===== config.mk =====
export PLATFORM = sky130hd
export DESIGN_NAME = dbio_io_ports
export DESIGN_NICKNAME = d
export VERILOG_FILES = /design/src/rtl/dbio_io_ports.v /design/src/rtl/dbio_pin_sample.v
export VERILOG_INCLUDE_DIRS = /design/src /design/src/shared
export SDC_FILE = /design/constraint.sdc
export NUM_CORES = 1
export LEC_CHECK = 0
export ABC_AREA = 0
export BUFFER_PORTS_ARGS = -buffer_cell sky130_fd_sc_hd__clkbuf_2
export CORE_MARGIN = 5
export CORE_UTILIZATION = 46
export DETAILED_ROUTE_END_ITERATION = 16
export PLACE_DENSITY = 0.75
export SLEW_MARGIN = 10
export SYNTH_ARGS = -nofsm -noshare
export SYNTH_HDL_FRONTEND = slang
export SYNTH_SLANG_ARGS = --single-unit

===== constraint.sdc =====
create_clock -name clock -period 1.8 [get_ports clock]
set_clock_uncertainty 0.1 [all_clocks]
set_input_delay 0.09 -clock clock [delete_from_list [all_inputs] [get_ports clock]]
set_output_delay 0.09 -clock clock [all_outputs]
set_load 0.01 [all_outputs]

===== src/shared/dbio_consts.vh =====
// Register indices, field positions, reset values and widths for the dual I/O ports
`ifndef DBIO_CONSTS_VH
`define DBIO_CONSTS_VH

// Register indices; byte address is four times the index
`define DBIO_IDX_FIRST_DATA      8'h05
`define DBIO_IDX_SECOND_DATA     8'h06
`define DBIO_IDX_OPTION          8'h81
`define DBIO_IDX_FIRST_DIR       8'h85
`define DBIO_IDX_SECOND_DIR      8'h86
`define DBIO_IDX_ANALOG_CFG      8'h9f
`define DBIO_IDX_FIRST_SET       8'hc0
`define DBIO_IDX_FIRST_CLR       8'hc1
`define DBIO_IDX_SECOND_SET      8'hc2
`define DBIO_IDX_SECOND_CLR      8'hc3
`define DBIO_IDX_PERIPH_EN       8'hc4
`define DBIO_IDX_PIN_MODE        8'hc5

// Widths
`define DBIO_ADDR_W              10
`define DBIO_FIRST_W             6
`define DBIO_SECOND_W            8

// Field positions
`define DBIO_OPT_PULLUP_DIS_N    7
`define DBIO_FIRST_TIMER_BIT     4
`define DBIO_FIRST_BIT5          5
`define DBIO_PCFG_LO             0
`define DBIO_PCFG_HI             3
`define DBIO_VCFG_LO             4
`define DBIO_VCFG_HI             6
`define DBIO_PER_EXT_INT         0
`define DBIO_PER_SLAVE_SEL       1
`define DBIO_PER_ANALOG8         2
`define DBIO_PER_ANALOG9         3
`define DBIO_PER_LOWVOLT         4
`define DBIO_PER_TIMER_CLK       5

// Reset values
`define DBIO_RST_FIRST_DIR       6'h3f
`define DBIO_RST_SECOND_DIR      8'hff
`define DBIO_RST_OPTION          8'hff
`define DBIO_RST_ANALOG_CFG      8'h00
`define DBIO_RST_PERIPH_EN       6'h00
`define DBIO_RST_FIRST_LATCH     6'h00
`define DBIO_RST_SECOND_LATCH    8'h00

// Analog-capable pins of the first port
`define DBIO_ANALOG_CAPABLE      6'h2f

`endif


===== src/rtl/dbio_io_ports.v =====
// Dual bidirectional I/O ports with an Avalon-MM register slave
//
// Added by the designer: register access over Avalon-MM.
`timescale 1ns/1ps
`include "dbio_consts.vh"
module dbio_io_ports (
    // Clock and reset
    input  wire                       clock,
    input  wire                       resetn,
    input  wire                       power_on_reset,
    input  wire                       small_package,
    // Avalon-MM slave
    input  wire [`DBIO_ADDR_W-1:0]    address,
    input  wire                       read,
    input  wire                       write,
    input  wire [31:0]                writedata,
    input  wire [3:0]                 byteenable,
    output reg  [31:0]                readdata,
    output reg                        waitrequest,
    // First port pins
    input  wire [`DBIO_FIRST_W-1:0]   first_port_in,
    output reg  [`DBIO_FIRST_W-1:0]   first_port_out,
    output reg  [`DBIO_FIRST_W-1:0]   first_port_oe,
    // Second port pins
    input  wire [`DBIO_SECOND_W-1:0]  second_port_in,
    output reg  [`DBIO_SECOND_W-1:0]  second_port_out,
    output reg  [`DBIO_SECOND_W-1:0]  second_port_oe,
    output reg  [`DBIO_SECOND_W-1:0]  second_port_pullup,
    // Peripheral side
    output reg                        external_timer_clock,
    output reg                        external_interrupt,
    output reg                        slave_select_n,
    output reg                        lowvolt_detect_in,
    output reg  [`DBIO_FIRST_W-1:0]   first_port_analog,
    output reg  [1:0]                 second_port_analog,
    output reg  [2:0]                 reference_config
);

    // Registers
    reg  [`DBIO_FIRST_W-1:0]   first_port_latch;
    reg  [`DBIO_FIRST_W-1:0]   first_port_direction;
    reg  [`DBIO_SECOND_W-1:0]  second_port_latch;
    reg  [`DBIO_SECOND_W-1:0]  second_port_direction;
    reg  [7:0]                 option_reg;
    reg  [7:0]                 analog_pin_config;
    reg  [5:0]                 periph_enable;

    wire [13:0]                pins_sampled;
    wire [`DBIO_FIRST_W-1:0]   first_pins;
    wire [`DBIO_SECOND_W-1:0]  second_pins;

    // Pins registered every edge; a read returns the levels sampled one edge before its request edge
    dbio_pin_sample #(
        .WIDTH (14)
    ) u_sample (
        .clock   (clock),
        .resetn  (resetn),
        .pins    ({second_port_in, first_port_in}),
        .sampled (pins_sampled)
    );

    assign first_pins  = pins_sampled[5:0];
    assign second_pins = pins_sampled[13:6];

    // Analog pin mask from the config code; codes 6 and up are all digital
    function [5:0] analog_mask;
        input [3:0] pcfg;
        begin
            case (pcfg)
                4'h0:    analog_mask = `DBIO_ANALOG_CAPABLE;
                4'h1:    analog_mask = 6'h0f;
                4'h2:    analog_mask = 6'h07;
                4'h3:    analog_mask = 6'h03;
                4'h4:    analog_mask = 6'h01;
                4'h5:    analog_mask = 6'h2c;
                default: analog_mask = 6'h00;
            endcase
        end
    endfunction

    function idx_hit;
        input [`DBIO_ADDR_W-1:0] addr;
        input [7:0]              idx;
        begin
            idx_hit = (addr == {idx, 2'b00});
        end
    endfunction

    // Derived pin state
    wire [5:0] first_analog = analog_mask(analog_pin_config[`DBIO_PCFG_HI:`DBIO_PCFG_LO]);
    wire [5:0] first_present = small_package ? 6'h1f : 6'h3f;
    wire [7:0] second_periph = {4'h0, periph_enable[`DBIO_PER_ANALOG9]
                                      | periph_enable[`DBIO_PER_LOWVOLT],
                                      periph_enable[`DBIO_PER_ANALOG8],
                                      periph_enable[`DBIO_PER_SLAVE_SEL],
                                      periph_enable[`DBIO_PER_EXT_INT]};
    wire [7:0] second_analog = {4'h0, periph_enable[`DBIO_PER_ANALOG9],
                                      periph_enable[`DBIO_PER_ANALOG8], 2'b00};

    // Digital read values; analog pins read zero
    wire [5:0] first_read  = first_pins & ~first_analog & first_present;
    wire [7:0] second_read = second_pins & ~second_analog;

    // Bus handshake: one wait cycle, then the access completes
    wire       req     = read | write;
    wire       done    = req & ~waitrequest;
    wire       wr_done = write & done & byteenable[0];

    // Latch write data: wr_done drops a write without byte lane 0, so the latch then keeps its own value
    wire [5:0] first_wr  = byteenable[0] ? writedata[5:0] : first_read;
    wire [7:0] second_wr = byteenable[0] ? writedata[7:0] : second_read;

    reg  [31:0] next_readdata;
    reg  [5:0]  next_first_oe;
    reg  [5:0]  next_first_out;
    reg  [7:0]  next_second_oe;
    reg  [7:0]  next_second_pullup;

    always @(posedge clock) begin
        if (!resetn) begin
            waitrequest <= 1'b1;
        end else if (req && waitrequest) begin
            waitrequest <= 1'b0;
        end else begin
            waitrequest <= 1'b1;
        end
    end

    always @* begin
        next_readdata = 32'h0000_0000;
        if (idx_hit(address, `DBIO_IDX_FIRST_DATA)) begin
            next_readdata[5:0] = first_read;
        end else if (idx_hit(address, `DBIO_IDX_FIRST_DIR)) begin
            next_readdata[5:0] = first_port_direction;
        end else if (idx_hit(address, `DBIO_IDX_SECOND_DATA)) begin
            next_readdata[7:0] = second_read;
        end else if (idx_hit(address, `DBIO_IDX_SECOND_DIR)) begin
            next_readdata[7:0] = second_port_direction;
        end else if (idx_hit(address, `DBIO_IDX_OPTION)) begin
            next_readdata[7:0] = option_reg;
        end else if (idx_hit(address, `DBIO_IDX_ANALOG_CFG)) begin
            next_readdata[7:0] = analog_pin_config;
        end else if (idx_hit(address, `DBIO_IDX_PERIPH_EN)) begin
            next_readdata[5:0] = periph_enable;
        end else if (idx_hit(address, `DBIO_IDX_PIN_MODE)) begin
            next_readdata[5:0] = first_analog;
        end
    end

    // Read data latched on the first request edge, valid at completion
    always @(posedge clock) begin
        if (!resetn) begin
            readdata <= 32'h0000_0000;
        end else if (read && waitrequest) begin
            readdata <= next_readdata;
        end
    end

    // Register writes
    always @(posedge clock) begin
        if (!resetn) begin
            // Only power-on clears bit 4; other resets keep it
            if (power_on_reset) begin
                first_port_latch <= `DBIO_RST_FIRST_LATCH;
            end else begin
                first_port_latch <= first_port_latch & 6'h10;
            end
            first_port_direction  <= `DBIO_RST_FIRST_DIR;
            second_port_latch     <= `DBIO_RST_SECOND_LATCH;
            second_port_direction <= `DBIO_RST_SECOND_DIR;
            option_reg            <= `DBIO_RST_OPTION;
            analog_pin_config     <= `DBIO_RST_ANALOG_CFG;
            periph_enable         <= `DBIO_RST_PERIPH_EN;
        end else if (wr_done) begin
            if (idx_hit(address, `DBIO_IDX_FIRST_DATA)) begin
                first_port_latch <= first_wr;
            end
            if (idx_hit(address, `DBIO_IDX_FIRST_SET)) begin
                first_port_latch <= first_read | writedata[5:0];
            end
            if (idx_hit(address, `DBIO_IDX_FIRST_CLR)) begin
                first_port_latch <= first_read & ~writedata[5:0];
            end
            if (idx_hit(address, `DBIO_IDX_FIRST_DIR)) begin
                first_port_direction <= writedata[5:0];
            end
            if (idx_hit(address, `DBIO_IDX_SECOND_DATA)) begin
                second_port_latch <= second_wr;
            end
            if (idx_hit(address, `DBIO_IDX_SECOND_SET)) begin
                second_port_latch <= second_read | writedata[7:0];
            end
            if (idx_hit(address, `DBIO_IDX_SECOND_CLR)) begin
                second_port_latch <= second_read & ~writedata[7:0];
            end
            if (idx_hit(address, `DBIO_IDX_SECOND_DIR)) begin
                second_port_direction <= writedata[7:0];
            end
            if (idx_hit(address, `DBIO_IDX_OPTION)) begin
                option_reg <= writedata[7:0];
            end
            if (idx_hit(address, `DBIO_IDX_ANALOG_CFG)) begin
                analog_pin_config <= writedata[7:0];
            end
            if (idx_hit(address, `DBIO_IDX_PERIPH_EN)) begin
                periph_enable <= writedata[5:0];
            end
        end
    end

    // Pin drivers
    always @* begin
        // Direction still gates analog pins, so software keeps them inputs
        next_first_oe  = ~first_port_direction & first_present;
        next_first_out = first_port_latch;
        // Open drain: only ever pulls low
        next_first_out[`DBIO_FIRST_TIMER_BIT] = 1'b0;
        next_first_oe[`DBIO_FIRST_TIMER_BIT]  = ~first_port_direction[`DBIO_FIRST_TIMER_BIT]
                                              & ~first_port_latch[`DBIO_FIRST_TIMER_BIT];
        if (periph_enable[`DBIO_PER_TIMER_CLK]) begin
            next_first_oe[`DBIO_FIRST_TIMER_BIT] = 1'b0;
        end
        next_second_oe = ~second_port_direction & ~second_periph;
        next_second_pullup = {8{~option_reg[`DBIO_OPT_PULLUP_DIS_N]}}
                           & second_port_direction;
    end

    always @(posedge clock) begin
        if (!resetn) begin
            first_port_out       <= 6'h00;
            first_port_oe        <= 6'h00;
            second_port_out      <= 8'h00;
            second_port_oe       <= 8'h00;
            second_port_pullup   <= 8'h00;
            external_timer_clock <= 1'b0;
            external_interrupt   <= 1'b0;
            slave_select_n       <= 1'b1;
            lowvolt_detect_in    <= 1'b0;
            first_port_analog    <= `DBIO_ANALOG_CAPABLE;
            second_port_analog   <= 2'b00;
            reference_config     <= 3'h0;
        end else begin
            first_port_out       <= next_first_out;
            first_port_oe        <= next_first_oe;
            second_port_out      <= second_port_latch;
            second_port_oe       <= next_second_oe;
            second_port_pullup   <= next_second_pullup;
            external_timer_clock <= first_pins[`DBIO_FIRST_TIMER_BIT] &
                                    periph_enable[`DBIO_PER_TIMER_CLK];
            // Idle levels when the peripheral does not own its pin
            external_interrupt   <= second_pins[0] & periph_enable[`DBIO_PER_EXT_INT];
            slave_select_n       <= ~periph_enable[`DBIO_PER_SLAVE_SEL] | second_pins[1];
            lowvolt_detect_in    <= second_pins[3] & periph_enable[`DBIO_PER_LOWVOLT];
            first_port_analog    <= first_analog & first_present;
            second_port_analog   <= second_analog[3:2];
            reference_config     <= analog_pin_config[`DBIO_VCFG_HI:`DBIO_VCFG_LO];
        end
    end

endmodule // dbio_io_ports


===== src/rtl/dbio_pin_sample.v =====
// Input sampling register for the port pins
`timescale 1ns/1ps
module dbio_pin_sample #(
    parameter WIDTH = 14
) (
    // Clock and reset
    input  wire             clock,
    input  wire             resetn,
    // Pin levels in and sampled out
    input  wire [WIDTH-1:0] pins,
    output reg  [WIDTH-1:0] sampled
);

    always @(posedge clock) begin
        if (!resetn) begin
            sampled <= {WIDTH{1'b0}};
        end else begin
            sampled <= pins;
        end
    end

endmodule // dbio_pin_sample


==> flow_summary.json, run 1 <==
{
  "worst_r2r_path_depth": 4,
  "crit_path_end_kind": "flop",
  "via_per_inst": 5.400,
  "ys_top_cells_by_area": "dfxtp_1 46%, and2_1 5.4%, nand2_1 4.9%, nand3_1 4.5%, buf_4 3.9%",
  "drive_above_1_share": 0.2464,
  "nNetsFinal": 749,
  "ir_drop_mv": 0.6368,
  "area.growth.synth_to_final_pct": 30.65,
  "seq_area_frac_synth": 0.4991,
  "tightestPinTransition_ns": 0.5224,
  "p_leak_nw": 2.898,
  "drtIter0Drc": 363,
  "worstPathArrival_ns": 2.01,
  "dr.pass1.iters": 5,
  "path_clk_slew_ns": 0.06,
  "status": "complete, no violations",
  "total_power_w": 0.006465,
  "final_area_um2": 6550,
  "crit_type": "flop to flop",
  "placementRows": 38,
  "clock_sinks": 122,
  "report.final.slew_viol_count": 0,
  "cts_root_buffer": "clkbuf_8",
  "reg2reg_from": "waitrequest",
  "fin_util": 0.6096,
  "setup_violations": 0,
  "clk_path_buf_depth": 2,
  "grt.overflow.total": 0,
  "min_period_over_period": 0.9512,
  "reg2reg_to": "periph_enable[3]",
  "finalWorstSetupSlack_ns": 0.08782,
  "core_um2": 10750,
  "synthDistinctLibCells": 55,
  "vias": 4504,
  "startpoint_type": "flop",
  "yosys.area.top_type": "dfxtp_1",
  "start_util": 0.4666,
  "drc": 0,
  "cts_tree": "done",
  "hold_viol": 0,
  "grt_max_degree": 80,
  "worstPathMaxFanout": 6,
  "hpwl_um": 10430,
  "drtAntennaViolNets": 0,
  "grt.total_usage": 0.2288,
  "largest_reg_flops": 14,
  "setup.worst_path.start": "waitrequest",
  "die_h_um": 114.4,
  "die_w_um": 114.4,
  "async_flop_share": 0,
  "antenna_found_initial": 0,
  "powerDensity_nw_per_um2": 987.0,
  "place_ws_ns": -0.1139,
  "placed_area_um2": 5679,
  "syn_inst": 547,
  "avgSynthCellArea_um2": 9.166,
  "cts_buffers": 17,
  "cp_data_required_time_ns": 2.10,
  "htree_levels": 4,
  "grt_pass1_vias": 4282,
  "fmax_mhz": 584.1,
  "ys_seq_elements": 122,
  "routedWlPerCell_um": 17.59,
  "yosysTopAreaCellShare": 0.4632,
  "r2r_slack_ns": 0.09,
  "fin_crit_ns": 1.712,
  "num_io_pins": 150,
  "cap_viol_max_count": 0,
  "synthFlopType": "dfxtp_1",
  "slew_headroom": 0.6505,
  "dieArea_um2": 13090,
  "grt_setup_unrepaired": "false",
  "syn-cell-area_um2": 5014,
  "drt-total-wl_um": 14670,
  "endpoint": "periph_enable[3]",
  "regMostFlops": "u_sample.sampled",
  "place_congestion": 0.9379,
  "hold_class": "input pin to flop",
  "yosys_warnings": 0,
  "grt_pass1_wl_um": 23000,
  "synth_edf_count": 6,
  "clock_latency_ns": 0.53,
  "io_buffers": 96,
  "antenna_cells": 0
}
[critical path, stage by stage (launching register included)]
cell	delay (ns)
dfxtp_1	0.30
or2_2	0.34
or3_1	0.56
mux2i_1	0.22
nor2_1	0.06
[where the power goes]
group / switching, W / total (W) / internal (W)
sequential: 0.0000206 / 0.00278 / 0.00276
combinational: 0.000229 / 0.000394 / 0.000165
clock: 0.00116 / 0.00329 / 0.00213
total: 0.00141 / 0.00646 / 0.00505
[repair_timing]
action / CTS / global route
hold buffers: 28 / 0
gates resized for setup: 0 / 3
setup buffers: 0 / 0
endpoints found under the setup margin: 0 / 9
endpoints found under the hold margin: 73 / 0
[Yosys cell counts, types with 9 or more instances]
master / number
nand2b_1: 12
nand3_1: 45
mux2i_1: 13
buf_2: 9
a31oi_1: 9
nor2_1: 22
a21oi_1: 15
o21ai_0: 21
clkbuf_1: 29
and2_1: 43
nand2_1: 65
buf_4: 26
dfxtp_1: 116
nand3b_1: 10
o211ai_1: 9
[logic make-up after synthesis]
logic type	synth area share
other	0.0007480
DFF	0.4991
and+or+nand+nor	0.2610
buffers and inverters	0.07113
AOI/OAI and AO/OA	0.1420
muxes	0.02595
[metrics by stage]
step           setup TNS [ns]  hold WS [ns]  std cells
2_1_floorplan               0       0.06108        572
3_3_place_gp          -0.9546        0.1974        776
3_5_place_dp           -1.389        0.1974        776
4_1_cts                     0       0.03702        834
5_1_grt                     0       0.05792        834
6_report                    0       0.05086        834
[per-layer routing]
metal  global-route usage  share of wire  vias up
li1                     -              -     2142
met5                    0              0        -
met3              0.05920          0.084       28
met4              0.09105          0.021        0
met2               0.3473           0.46      212
met1               0.3108           0.43     2122
[layout by cell type (no fill, tap or decap), types with 6 or more instances in the layout]
master and count:
dfxtp_1 116, clkbuf_2 96, nand2_1 65, nand3_1 45, and2_1 43, buf_4 30, dlygate4sd3_1 28, conb_1 26
nor2_1 22, o21ai_0 21, clkbuf_16 16, a21oi_1 15, mux2i_1 13, nand2b_1 12, nand3b_1 10, o211ai_1 9
a31oi_1 9, and3_1 7, a22oi_1 7, nor3_1 6, clkbuf_8 6, edfxtp_1 6
[layout make-up]
cell class / count / area [um2]
Timing Repair Buffer: 156 / 1026
Tap cell: 140 / 175.2
Multi-Input combinational cell: 384 / 2262
Clock buffer: 23 / 486.7
Inverter: 2 / 7.507
Fill cell: 905 / 4195
Clock inverter: 7 / 90.09
Sequential cell: 122 / 2502
[worst min path at each step]
stage,start,to,slack [ns],depth (start not counted)
final,address[5],readdata[4],0.05,5
after global routing,address[5],readdata[4],0.06,5
after CTS,address[5],readdata[4],0.04,5
after detailed placement,small_package,first_port_oe[5],0.20,2
after global placement,second_port_in[2],u_sample.sampled[8],0.20,2
after floorplan,small_package,first_port_oe[5],0.06,1
Power figures use the tool's default switching activity.
==> run 2: changes to the inputs <==
--- a/config.mk
+++ b/config.mk
@@ -9,10 +9,12 @@
 export ABC_AREA = 0
 export BUFFER_PORTS_ARGS = -buffer_cell sky130_fd_sc_hd__clkbuf_2
 export CORE_MARGIN = 5
-export CORE_UTILIZATION = 46
+export CORE_UTILIZATION = 48
+export CTS_BUF_LIST = sky130_fd_sc_hd__clkbuf_2 sky130_fd_sc_hd__clkbuf_4 sky130_fd_sc_hd__clkbuf_8
 export DETAILED_ROUTE_END_ITERATION = 16
-export PLACE_DENSITY = 0.75
+export PLACE_DENSITY = 0.78
 export SLEW_MARGIN = 10
 export SYNTH_ARGS = -nofsm -noshare
 export SYNTH_HDL_FRONTEND = slang
 export SYNTH_SLANG_ARGS = --single-unit
+export TNS_END_PERCENT = 1
==> run 2 against run 1 <==
Setup slack improved by 0.0088 ns; via count decreased by 1.4%; total power is 16% lower; sequential share of layout area is 1.4 points higher; clock-buffer cell count is 6 lower; die area fell by 3.8%.
==> flow_summary.json, run 2 (synthesis results as in run 1) <==
{
  "crit_path_end_kind": "flop",
  "nNetsFinal": 747,
  "fin_util": 0.6146,
  "cts_buffers": 17,
  "path_depth": 4,
  "antenna_found_initial": 0,
  "grt.total_usage": 0.2208,
  "fmax_mhz": 587.1,
  "drt-total-wl_um": 14030,
  "clk_path_buf_depth": 2,
  "crit_type": "flop to flop",
  "whs_ns": 0.01481,
  "min_path_cells": 3,
  "drc": 0,
  "place_ws_ns": -0.1010,
  "r2r_slack_ns": 0.1,
  "post_cts_buffers": 0,
  "grt.met2_usage": 0.3516,
  "cp_data_required_time_ns": 2.01,
  "drive_above_1_share": 0.2507,
  "p_leak_nw": 2.790,
  "final_area_um2": 6316,
  "hpwl_um": 10030,
  "io_buffers": 96,
  "worstPathMaxFanout": 6,
  "dr.pass1.iters": 5,
  "core_um2": 10280,
  "layout_common_cells": "116 x dfxtp_1, 96 x clkbuf_2, 65 x nand2_1",
  "status": "complete, no violations",
  "grt_setup_unrepaired": "false",
  "area.growth.synth_to_final_pct": 25.98,
  "cts_tree": "done",
  "crit_path_cell_trace": "or2_2 -> or3_1 -> mux2i_1 -> nor2_1",
  "report.final.slew_viol_count": 0,
  "setup-tns-final_ns": 0,
  "via_per_inst": 5.352,
  "path_delay_family": "simple AND/OR/NAND/NOR gates",
  "grt_pass1_vias": 4307,
  "ir_drop_mv": 0.5152,
  "clock_sinks": 122,
  "start_util": 0.4878,
  "clock_latency_ns": 0.44,
  "startpoint_type": "flop",
  "cap_viol_max_count": 0,
  "routedWlPerCell_um": 16.90,
  "final_common_cell": "dfxtp_1",
  "drtAntennaViolNets": 0,
  "min_period_over_period": 0.9463,
  "die_h_um": 112.2,
  "grt_max_degree": 80,
  "regMostFlops": "u_sample.sampled",
  "grt_pass1_wl_um": 22110,
  "place_congestion": 0.9518,
  "slowest_delay_ns": 0.56,
  "finalWorstSetupSlack_ns": 0.09659,
  "use_met1": 0.2919,
  "antenna_cells": 0,
  "cts_root_buffer": "clkbuf_8",
  "hold_viol": 0,
  "vias": 4442,
  "placementRows": 37,
  "path_clk_slew_ns": 0.08,
  "dieArea_um2": 12590,
  "setup_violations": 0,
  "path_buf_inv": 0,
  "htree_levels": 4,
  "fin_crit_ns": 1.703,
  "grt.overflow.total": 0,
  "worstPathArrival_ns": 1.91,
  "powerDensity_nw_per_um2": 860.9,
  "placed_area_um2": 5674,
  "num_io_pins": 150,
  "grtUsageMet3": 0.04960,
  "hold_class": "input pin to flop",
  "worst_r2r_path_depth": 4,
  "largest_reg_flops": 14,
  "die_w_um": 112.2,
  "top_usage_layer": "met2",
  "drtIter0Drc": 299,
  "critPathSlowestCell": "or3_1"
}
## run 2: cell types whose count changed in the layout (fill, tap and decap cells not counted), moves of 2 or more
cell,previous run,this run
clkinv_4,0,5
dlygate4sd3_1,28,26
clkbuf_8,6,17
clkbuf_16,16,0
clkinv_2,3,1
inv_6,0,4
## run 2: power by group
part           internal [W]  switching [W]
combinational      0.000160       0.000224
sequential          0.00276      0.0000202
clock               0.00111        0.00117
total               0.00403        0.00141
## run 2: layout make-up
cell class | instances | area (um2)
clock inverters | 15 | 142.6
inverters | 2 | 7.507
fillers | 893 | 3961
clock buffers | 17 | 234.0
flip-flops and latches | 122 | 2502
multi-input cells | 384 | 2253
well taps | 136 | 170.2
repair buffers | 154 | 1006
## run 2: per-stage QoR
stage          total power [W]  std cells
6_report              0.005437        830
5_1_grt               0.005638        830
4_1_cts               0.005472        830
3_5_place_dp          0.003169        772
3_3_place_gp          0.003164        772
2_1_floorplan         0.003057        572
## run 2: metal layers
metal,vias to the layer above,share of wire,routed length (um)
li1,2137,-,-
met1,2083,0.44,6216
met2,193,0.46,6461
met3,29,0.072,1004
met4,0,0.025,348
met5,-,0,0
## run 2: what timing repair did
| item | in CTS | in global routing |
|---|---|---|
| resized for setup | 0 | 2 |
| hold endpoints to repair | 44 | 0 |
| hold buffers | 26 | 0 |
| setup endpoints to repair | 0 | 1 |
## run 2: final timing paths
kind                              to                start
max                 periph_enable[3]          waitrequest
min          first_port_direction[5]               resetn
max reg2reg         periph_enable[3]          waitrequest
min reg2reg         first_port_oe[4]  first_port_latch[4]
## run 2: worst min-delay path: cells and delay by family
family	cells	cell delay (ns)
and+or+nand+nor	1	0.08
buffers and inverters	2	0.34
